[src/common/dcsm_pkg.sv]
////////////////////////////////////////////////////////////////////////////////
package dcsm_pkg;

  // Internal clock rate in kHz (40 MHz).
  localparam int unsigned CLK_KHZ = 40000;

  // Window and delay times in milliseconds.
  localparam int unsigned SYNC_SHORT_MS = 100;
  localparam int unsigned SYNC_LONG_MS = 500;
  localparam int unsigned IL_MON_MS = 200;
  localparam int unsigned IL_CLR_MS = 1000;
  localparam int unsigned ACT_DELAY_MS = 50;
  localparam int unsigned SWON_DELAY_MS = 1000;

  // Width of every window counter.
  localparam int unsigned CNT_W = 32;

  // Reset values of the pin synchronisers and counters.
  localparam logic [1:0] CHAN_RST = 2'h0;
  localparam logic [2:0] CFG_RST = 3'h0;
  localparam logic [31:0] CNT_RST = 32'h0;

  // Application functions selectable on the configuration pins.
  typedef enum logic [1:0] {
    FN_PLAIN,
    FN_SYNC,
    FN_ANTI,
    FN_SYNC_IL
  } dcsm_fn_type;

  // Converts a time in milliseconds to internal clock cycles.
  function automatic int unsigned ms_to_cyc(input int unsigned ms);
    return ms * CLK_KHZ;
  endfunction

endpackage

[src/common/dcsm_chan_if.sv]
`timescale 1ns/1ps
////////////////////////////////////////////////////////////////////////////////
interface dcsm_chan_if;
  logic antivalent;
  logic sync_en;
  logic [31:0] sync_cyc;
  logic a_act;
  logic b_act;
  logic sync_fail;
  logic equal_alert;

  modport dec (
    input antivalent,
    input sync_en,
    input sync_cyc,
    output a_act,
    output b_act,
    output sync_fail,
    output equal_alert
  );

  modport mon (
    output antivalent,
    output sync_en,
    output sync_cyc,
    input a_act,
    input b_act,
    input sync_fail,
    input equal_alert
  );
endinterface

[src/design/dcsm_chan_decode.sv]
`timescale 1ns/1ps
////////////////////////////////////////////////////////////////////////////////
module dcsm_chan_decode (
  // Clock and reset
  input wire logic ref_clk_i,
  input wire logic nrst_i,
  // Sensor pins
  input wire logic first_channel_no_terminal_i,
  input wire logic second_channel_nc_terminal_i,
  // Decoded channel state
  dcsm_chan_if.dec chan
);

  logic [1:0] meta_reg;
  logic [1:0] pin_reg;
  logic [31:0] mism_cnt_reg;
  logic sync_fail_reg;
  logic equal_alert_reg;
  logic mismatch;
  logic both_off;
  logic win_end;

  //////////////////////////////////////////////////////////////////////////////
  always_ff @(posedge ref_clk_i)
  begin
    if (!nrst_i)
    begin
      meta_reg <= dcsm_pkg::CHAN_RST;
      pin_reg <= dcsm_pkg::CHAN_RST;
    end
    else
    begin
      meta_reg <= {second_channel_nc_terminal_i, first_channel_no_terminal_i};
      pin_reg <= meta_reg;
    end
  end

  // The open contact is inverted only for the antivalent pair.
  assign chan.a_act = chan.antivalent ? !pin_reg[0] : pin_reg[0];
  assign chan.b_act = pin_reg[1];
  assign mismatch = chan.a_act ^ chan.b_act;
  assign both_off = !chan.a_act && !chan.b_act;
  assign win_end = mismatch && (mism_cnt_reg == chan.sync_cyc - 32'h1);
  assign chan.sync_fail = sync_fail_reg;
  assign chan.equal_alert = equal_alert_reg;

  //////////////////////////////////////////////////////////////////////////////
  // The window restarts on the first edge that splits the channels.
  always_ff @(posedge ref_clk_i)
  begin
    if (!nrst_i)
      mism_cnt_reg <= dcsm_pkg::CNT_RST;
    else if (!mismatch)
      mism_cnt_reg <= dcsm_pkg::CNT_RST;
    else if (mism_cnt_reg != chan.sync_cyc)
      mism_cnt_reg <= mism_cnt_reg + 32'h1;
  end

  // Failure holds until both channels rest, so a late second channel
  // can never complete an activation on its own.
  always_ff @(posedge ref_clk_i)
  begin
    if (!nrst_i)
      sync_fail_reg <= 1'b0;
    else if (chan.sync_en && win_end)
      sync_fail_reg <= 1'b1;
    else if (both_off)
      sync_fail_reg <= 1'b0;
  end

  always_ff @(posedge ref_clk_i)
  begin
    if (!nrst_i)
      equal_alert_reg <= 1'b0;
    else if (chan.antivalent && win_end)
      equal_alert_reg <= 1'b1;
    else if (both_off)
      equal_alert_reg <= 1'b0;
  end
endmodule // dcsm_chan_decode

[src/design/dcsm_monitor.sv]
`timescale 1ns/1ps
// Function
// - Synchronized function: second input late blocks output.
// - No start condition keeps outputs off.
// - Output on within activation delay after start.
// - Deactivation switches output off within response time.
// - Interlock function: both deactivate within window.
// - Antivalent open 0, closed 1 means activated.
// - Antivalent open 1, closed 0 means deactivated.
// - Antivalent equal levels beyond sync time alert.
// - Unsynchronized activation leaves the safety output off.
// - Function selects sync mechanism and sync time.
// - Antivalent decoding only for antivalent function.
// - Any deactivation returns to de-energized run.
// - Interlock window 200 ms, alert, block energizing.
// - Interlock clears after one second both deactivated.
// - Early re-activation raises interlock alert at once.
// - Power-on initialization, switch-on delay, or error.
module dcsm_monitor #(
  parameter int unsigned SYNC_SHORT_CYC =
    dcsm_pkg::ms_to_cyc(dcsm_pkg::SYNC_SHORT_MS),
  parameter int unsigned SYNC_LONG_CYC =
    dcsm_pkg::ms_to_cyc(dcsm_pkg::SYNC_LONG_MS),
  parameter int unsigned IL_MON_CYC = dcsm_pkg::ms_to_cyc(dcsm_pkg::IL_MON_MS),
  parameter int unsigned IL_CLR_CYC = dcsm_pkg::ms_to_cyc(dcsm_pkg::IL_CLR_MS),
  parameter int unsigned ACT_DELAY_CYC =
    dcsm_pkg::ms_to_cyc(dcsm_pkg::ACT_DELAY_MS),
  parameter int unsigned SWON_DELAY_CYC =
    dcsm_pkg::ms_to_cyc(dcsm_pkg::SWON_DELAY_MS)
) (
  // Clock and reset
  input wire logic ref_clk_i,
  input wire logic nrst_i,
  // Sensor and start pins
  input wire logic first_channel_no_terminal_i,
  input wire logic second_channel_nc_terminal_i,
  input wire logic start_i,
  // Application function pins
  input wire logic [1:0] app_fn_i,
  // Self-test results
  input wire logic init_done_i,
  input wire logic init_err_i,
  // Outputs
  output logic safety_out_o,
  output logic safe_state_o,
  output logic sync_alert_o,
  output logic equal_alert_o,
  output logic interlock_alert_o,
  output logic error_o
);

  typedef enum logic [1:0] {ST_INIT, ST_DEEN, ST_EN, ST_ERR} dcsm_state_type;

  dcsm_chan_if chan ();

  dcsm_state_type state_reg;
  dcsm_state_type state_next;
  dcsm_pkg::dcsm_fn_type fn_reg;
  logic [2:0] cfg_meta_reg;
  logic [2:0] cfg_pin_reg;
  logic [31:0] swon_cnt_reg;
  logic [31:0] act_cnt_reg;
  logic [31:0] il_cnt_reg;
  logic [31:0] clr_cnt_reg;
  logic both_act_d_reg;
  logic il_watch_reg;
  logic il_reg;
  logic start_act;
  logic il_en;
  logic both_act;
  logic both_off;
  logic sync_block;
  logic go;
  logic il_early;
  logic il_late;

  if (SYNC_SHORT_CYC < 2 || SYNC_LONG_CYC < 2 || IL_MON_CYC < 2 ||
      IL_CLR_CYC < 2 || ACT_DELAY_CYC < 1 || SWON_DELAY_CYC < 1)
  begin : g_check
    $error("dcsm_monitor: window counts too small");
  end

  dcsm_chan_decode u_decode (
    .ref_clk_i(ref_clk_i),
    .nrst_i(nrst_i),
    .first_channel_no_terminal_i(first_channel_no_terminal_i),
    .second_channel_nc_terminal_i(second_channel_nc_terminal_i),
    .chan(chan.dec)
  );

  //////////////////////////////////////////////////////////////////////////////
  // Start and function pins pass two flops before any logic sees them.
  always_ff @(posedge ref_clk_i)
  begin
    if (!nrst_i)
    begin
      cfg_meta_reg <= dcsm_pkg::CFG_RST;
      cfg_pin_reg <= dcsm_pkg::CFG_RST;
    end
    else
    begin
      cfg_meta_reg <= {app_fn_i, start_i};
      cfg_pin_reg <= cfg_meta_reg;
    end
  end

  // The function is frozen on leaving initialization, so pin changes
  // during run cannot weaken monitoring.
  always_ff @(posedge ref_clk_i)
  begin
    if (!nrst_i)
      fn_reg <= dcsm_pkg::FN_PLAIN;
    else if (state_reg == ST_INIT)
      fn_reg <= dcsm_pkg::dcsm_fn_type'(cfg_pin_reg[2:1]);
  end

  assign start_act = cfg_pin_reg[0];
  assign chan.antivalent = (fn_reg == dcsm_pkg::FN_ANTI);
  assign chan.sync_en = (fn_reg != dcsm_pkg::FN_PLAIN);
  assign chan.sync_cyc = (fn_reg == dcsm_pkg::FN_ANTI) ?
    SYNC_SHORT_CYC : SYNC_LONG_CYC;
  assign il_en = (fn_reg == dcsm_pkg::FN_SYNC_IL);
  assign both_act = chan.a_act && chan.b_act;
  assign both_off = !chan.a_act && !chan.b_act;
  assign sync_block = chan.sync_en && chan.sync_fail;
  assign go = start_act && both_act && !sync_block && !il_reg;

  //////////////////////////////////////////////////////////////////////////////
  always_comb
  begin
    state_next = state_reg;
    case (state_reg)
      ST_INIT:
        if (init_err_i)
          state_next = ST_ERR;
        else if (init_done_i && swon_cnt_reg == SWON_DELAY_CYC - 1)
          state_next = ST_DEEN;
      ST_DEEN:
        if (go && act_cnt_reg == ACT_DELAY_CYC - 1)
          state_next = ST_EN;
      ST_EN:
        if (!both_act || il_reg)
          state_next = ST_DEEN;
      ST_ERR:
        state_next = ST_ERR;
      default:
        state_next = ST_ERR;
    endcase
  end

  always_ff @(posedge ref_clk_i)
  begin
    if (!nrst_i)
      state_reg <= ST_INIT;
    else
      state_reg <= state_next;
  end

  always_ff @(posedge ref_clk_i)
  begin
    if (!nrst_i)
      swon_cnt_reg <= dcsm_pkg::CNT_RST;
    else if (state_reg == ST_INIT && init_done_i)
      swon_cnt_reg <= swon_cnt_reg + 32'h1;
    else
      swon_cnt_reg <= dcsm_pkg::CNT_RST;
  end

  always_ff @(posedge ref_clk_i)
  begin
    if (!nrst_i)
      act_cnt_reg <= dcsm_pkg::CNT_RST;
    else if (state_reg == ST_DEEN && go)
      act_cnt_reg <= act_cnt_reg + 32'h1;
    else
      act_cnt_reg <= dcsm_pkg::CNT_RST;
  end

  //////////////////////////////////////////////////////////////////////////////
  // Interlock window opens when one channel leaves the fully active state.
  assign il_early = il_watch_reg && both_act;
  assign il_late = il_watch_reg && !both_off && !both_act &&
    il_cnt_reg == IL_MON_CYC - 1;

  always_ff @(posedge ref_clk_i)
  begin
    if (!nrst_i)
    begin
      both_act_d_reg <= 1'b0;
      il_watch_reg <= 1'b0;
      il_cnt_reg <= dcsm_pkg::CNT_RST;
    end
    else
    begin
      both_act_d_reg <= both_act;
      if (il_en && both_act_d_reg && !both_act && !both_off)
      begin
        il_watch_reg <= 1'b1;
        il_cnt_reg <= dcsm_pkg::CNT_RST;
      end
      else if (both_off || il_early || il_late)
        il_watch_reg <= 1'b0;
      else if (il_watch_reg)
        il_cnt_reg <= il_cnt_reg + 32'h1;
    end
  end

  // Setting wins over clearing; clearing needs an unbroken rest second.
  always_ff @(posedge ref_clk_i)
  begin
    if (!nrst_i)
      il_reg <= 1'b0;
    else if (il_early || il_late)
      il_reg <= 1'b1;
    else if (both_off && clr_cnt_reg == IL_CLR_CYC - 1)
      il_reg <= 1'b0;
  end

  always_ff @(posedge ref_clk_i)
  begin
    if (!nrst_i)
      clr_cnt_reg <= dcsm_pkg::CNT_RST;
    else if (il_reg && both_off)
      clr_cnt_reg <= clr_cnt_reg + 32'h1;
    else
      clr_cnt_reg <= dcsm_pkg::CNT_RST;
  end

  //////////////////////////////////////////////////////////////////////////////
  always_ff @(posedge ref_clk_i)
  begin
    if (!nrst_i)
    begin
      safety_out_o <= 1'b0;
      safe_state_o <= 1'b1;
      sync_alert_o <= 1'b0;
      equal_alert_o <= 1'b0;
      interlock_alert_o <= 1'b0;
      error_o <= 1'b0;
    end
    else
    begin
      safety_out_o <= (state_next == ST_EN);
      safe_state_o <= (state_next != ST_EN);
      sync_alert_o <= sync_block;
      equal_alert_o <= chan.equal_alert;
      interlock_alert_o <= il_reg;
      error_o <= (state_next == ST_ERR);
    end
  end
endmodule // dcsm_monitor
[config.mk]
export PLATFORM = sky130hd
export DESIGN_NAME = dcsm_monitor
export DESIGN_NICKNAME = d
export VERILOG_FILES = /design/src/common/dcsm_pkg.sv /design/src/common/dcsm_chan_if.sv /design/src/design/dcsm_chan_decode.sv /design/src/design/dcsm_monitor.sv
export SDC_FILE = /design/constraint.sdc
export NUM_CORES = 1
export LEC_CHECK = 0
export BUFFER_PORTS_ARGS = -buffer_cell sky130_fd_sc_hd__buf_2
export CORE_MARGIN = 1.5
export CORE_UTILIZATION = 30
export CTS_BUF_LIST = sky130_fd_sc_hd__clkbuf_8 sky130_fd_sc_hd__clkbuf_16
export CTS_CLUSTER_DIAMETER = 200
export CTS_CLUSTER_SIZE = 20
export DETAILED_ROUTE_END_ITERATION = 7
export GPL_TIMING_DRIVEN = 1
export SKIP_LAST_GASP = 1
export SYNTH_ARGS = -nofsm -noshare
export SYNTH_HDL_FRONTEND = slang
export SYNTH_SLANG_ARGS = --single-unit
[constraint.sdc]
create_clock -name ref_clk_i -period 2.8 [get_ports ref_clk_i]
set_input_delay 0.14 -clock ref_clk_i [delete_from_list [all_inputs] [get_ports ref_clk_i]]
set_output_delay 0.14 -clock ref_clk_i [all_outputs]
set_load 0.005 [all_outputs]
==> flow_metrics.py <==
metrics = {
    "die": {
        "die_y_um": 173,
        "die_area_um2": 29800,
        "initial_core_util": 0.307,
        "core_area_um2": 28100,
        "core.rowCount": 61,
        "ioPinCount": 15,
        "dieWidth_um": 173,
    },
    "synth": {
        "syn_inst": 1017,
        "yosysTopAreaCellShare": 0.429,
        "synth_area_leaders": "dfxtp_1 (43%), xnor2_1 (5.6%), nor2_1 (5.4%)",
        "synth-main-ff-cell": "dfxtp_1",
        "syn_nets": 1034,
        "yosys_register_bits": 185,
        "synth_edf_count": 0,
        "ys_warn_count": 0,
        "synthArstFlopShare": 0,
        "ys_types": 62,
        "syn_area_per_cell_um2": 8.49,
        "netlist_area_um2": 8640,
        "seq_area_frac_synth": 0.429,
        "synth_top_cell_by_area": "dfxtp_1",
    },
    "routing": {
        "drc_errors": 0,
        "totalWireLength_um": 18400,
        "avgRoutedWirePerCell_um": 12.9,
        "ant_nets": 0,
        "num_vias": 7274,
        "drt_first_iter_violations": 433,
        "first_pass_iters": 5,
        "viasPerCell": 5.11,
    },
    "clock_tree": {
        "h-tree-depth": 4,
        "cts_setup_buffers": 0,
        "clk_path_buf_depth": 2,
        "cts.clk_slew.worst_paths_ns": 0.07,
        "cts_tree": "done",
        "ctsResizeCount": 0,
        "numCtsBuffers": 17,
        "clk_latency_ns": 0.43,
        "root_buffer": "clkbuf_16",
        "cts.sinks": 185,
    },
    "critical_path": {
        "critPathKind": "reg2reg",
        "critPathRequiredTime_ns": 3.18,
        "cp_slowest_stage_delay_ns": 0.53,
        "crit_arrival_ns": 2.95,
        "crit_slowest_cell": "or4_1",
        "r2r_start": "fn_reg[1]",
        "critPathMaxFanout": 9,
        "worstSetupStartpoint": "fn_reg[1]",
        "path_cells": "nor2b_1 > xor2_1 > inv_1 > ha_1 > or3b_4 > nor3_1 > o21ai_1 > or4_1 > nand2_1",
        "startpoint_type": "register",
        "worstSetupEndpointType": "register",
    },
    "global_routing": {
        "grt_util_all_layers": 0.126,
        "grt_pass1_wl_um": 31800,
        "grt.overflow.total": 0,
        "grt_pass1_vias": 6567,
        "antenna_found_initial": 1,
        "grt_max_degree": 32,
    },
    "timing": {
        "relSlewSlack": 0.549,
        "finalClockSkew_ns": 0.00742,
        "clock.fmax_mhz": 388,
        "setup-tns-final_ns": 0,
        "fin_crit_sh": 0.919,
        "rsz0062_at_grt": "false",
        "maxSlewViolCount": 0,
        "setup_violations": 0,
        "whs_ns": 0.0289,
        "tightest_slew_ns": 0.672,
        "fin_crit_ns": 2.57,
        "finalHoldViolCount": 0,
    },
    "power": {
        "peakVddDrop_mv": 0.374,
        "p_leak_nw": 3.16,
        "p_total_mw": 5.30,
        "p_per_area_nw_per_um2": 539,
    },
    "worst_hold_path": {
        "hp-class": "in2reg",
        "min_from": "second_channel_nc_terminal_i",
    },
    "final_layout": {
        "final-seq-area_um2": 3700,
        "drive_gt1_frac": 0.0937,
        "multi_input_area_um2": 4640,
        "nets": 1050,
        "fin_area_um2": 9830,
        "n_fill_cell": 2919,
        "area_growth_pct": 13.8,
        "diodes": 0,
    },
    "flow_run": {
        "maxCapViolCount": 0,
    },
    "place": {
        "postPlaceCellArea_um2": 9170,
        "place_hpwl_um": 12600,
        "place.gp.congestion": 0.765,
        "port_buffers": 14,
    },
    "outcome": {
        "status": "completed",
    },
}
[layout make-up]
class                           instances  share of cell area
Multi-Input combinational cell        763               0.472
Sequential cell                       185               0.377
Clock buffer                           19              0.0461
Timing Repair Buffer                   41              0.0300
Clock inverter                         13              0.0171
Inverter                               25             0.00955
Tap cell                              378              0.0481
[path summary, 6_finish.rpt]
check	endpoint	slack, ns	depth (start not counted)
max	il_cnt_reg[12]	0.23	9
min reg2reg	equal_alert_o	0.44	2
max reg2reg	il_cnt_reg[12]	0.23	9
min	u_decode.meta_reg[1]	0.03	2
[cells in the mapped netlist, types with 4 or more instances]
master and n:
inv_1 25, or4_1 24, nor4_1 35, nand2_1 85
o31ai_1 14, mux2i_1 6, nand3_1 54, nand4_1 37
clkbuf_1 31, or2_2 5, a31o_2 8, and3_1 21
ha_1 8, o211ai_1 4, a21oi_1 49, a41o_1 7
a31oi_1 6, nor2b_1 8, o21ai_0 29, or3_1 24
nor3_1 29, and4_1 18, buf_2 5, xor2_1 33
o21a_1 4, nor2_1 124, nor3b_1 4, dfxtp_1 185
xnor2_1 55, nor4b_1 9, and2_1 22
[routing by layer]
layer	vias to the layer above	part of all wire	global-route usage	wire (um)
met5	-	0.00071	0	13
met4	2	0.013	0.0380	231
met3	16	0.027	0.0270	492
met2	100	0.45	0.199	8300
met1	3460	0.51	0.173	9400
li1	3696	-	-	-
[per-stage QoR]
stage	util	worst slack [ns]	cells
3_5_place_dp	0.326	0.251	1388
5_1_grt	0.350	0.0392	1424
6_report	0.350	0.226	1424
4_1_cts	0.350	0.228	1424
2_1_floorplan	-	0.165	1017
3_3_place_gp	0.326	0.315	1388
[where the power goes]
group / internal (mW) / switching [mW]
Clock: 1.46 / 1.07
Combinational: 0.0405 / 0.0712
Sequential: 2.64 / 0.0122
Total: 4.15 / 1.15
[logic make-up (layout without fill, tap and decap cells)]
kind of cell               count (synthesis)  count (layout)  synth area share
and+or+nand+nor                          524             524             0.330
buffers and inverters                     69              98            0.0340
AOI/OAI and AO/OA                        137             137            0.0988
DFF                                      185             185             0.429
xor gates and xnor gates                  88              88            0.0892
adders and majority gates                  8               8            0.0116
muxes                                      6               6           0.00695
[cell usage in the layout (no fill, tap or decap), drive strengths merged, types with 3 or more instances in the layout]
| cell type | Yosys | routed |
|---|---|---|
| a31oi | 6 | 6 |
| dlygate4sd3 | 0 | 4 |
| xnor2 | 55 | 55 |
| nor4b | 9 | 9 |
| xor2 | 33 | 33 |
| nor3 | 31 | 31 |
| or3b | 5 | 5 |
| ha | 8 | 8 |
| dfxtp | 185 | 185 |
| or4 | 25 | 25 |
| and3 | 21 | 21 |
| nor4 | 37 | 37 |
| a21boi | 3 | 3 |
| o22ai | 3 | 3 |
| or3 | 25 | 25 |
| clkbuf | 34 | 19 |
| a31o | 8 | 8 |
| mux2i | 6 | 6 |
| and4 | 19 | 19 |
| bufinv | 0 | 3 |
| or4b | 3 | 3 |
| nand3 | 54 | 54 |
| a21oi | 50 | 50 |
| o31ai | 14 | 14 |
| a41o | 7 | 7 |
| nand2b | 3 | 3 |
| inv | 25 | 31 |
| nand4 | 38 | 38 |
| o21a | 4 | 4 |
| or2 | 5 | 5 |
| o211ai | 4 | 4 |
| nand2 | 85 | 85 |
| o21ai | 31 | 31 |
| nor2 | 124 | 124 |
| and2 | 23 | 23 |
| nor3b | 6 | 6 |
| nor2b | 8 | 8 |
| buf | 10 | 37 |
[worst max-delay path: cells and delay by family (launching register included)]
family          cells  cell delay (ns)
simple gates        5             1.44
flops               1             0.32
compound gates      1             0.28
xor+xnor            1             0.21
fa+ha+maj           1             0.21
buf+inv             1             0.06
[timing repair]
action / in CTS / in global routing
hold buffers: 4 / 0
endpoints found under the hold margin: 4 / 0
endpoints found under the setup margin: 0 / 0
Power figures use the tool's default switching activity.
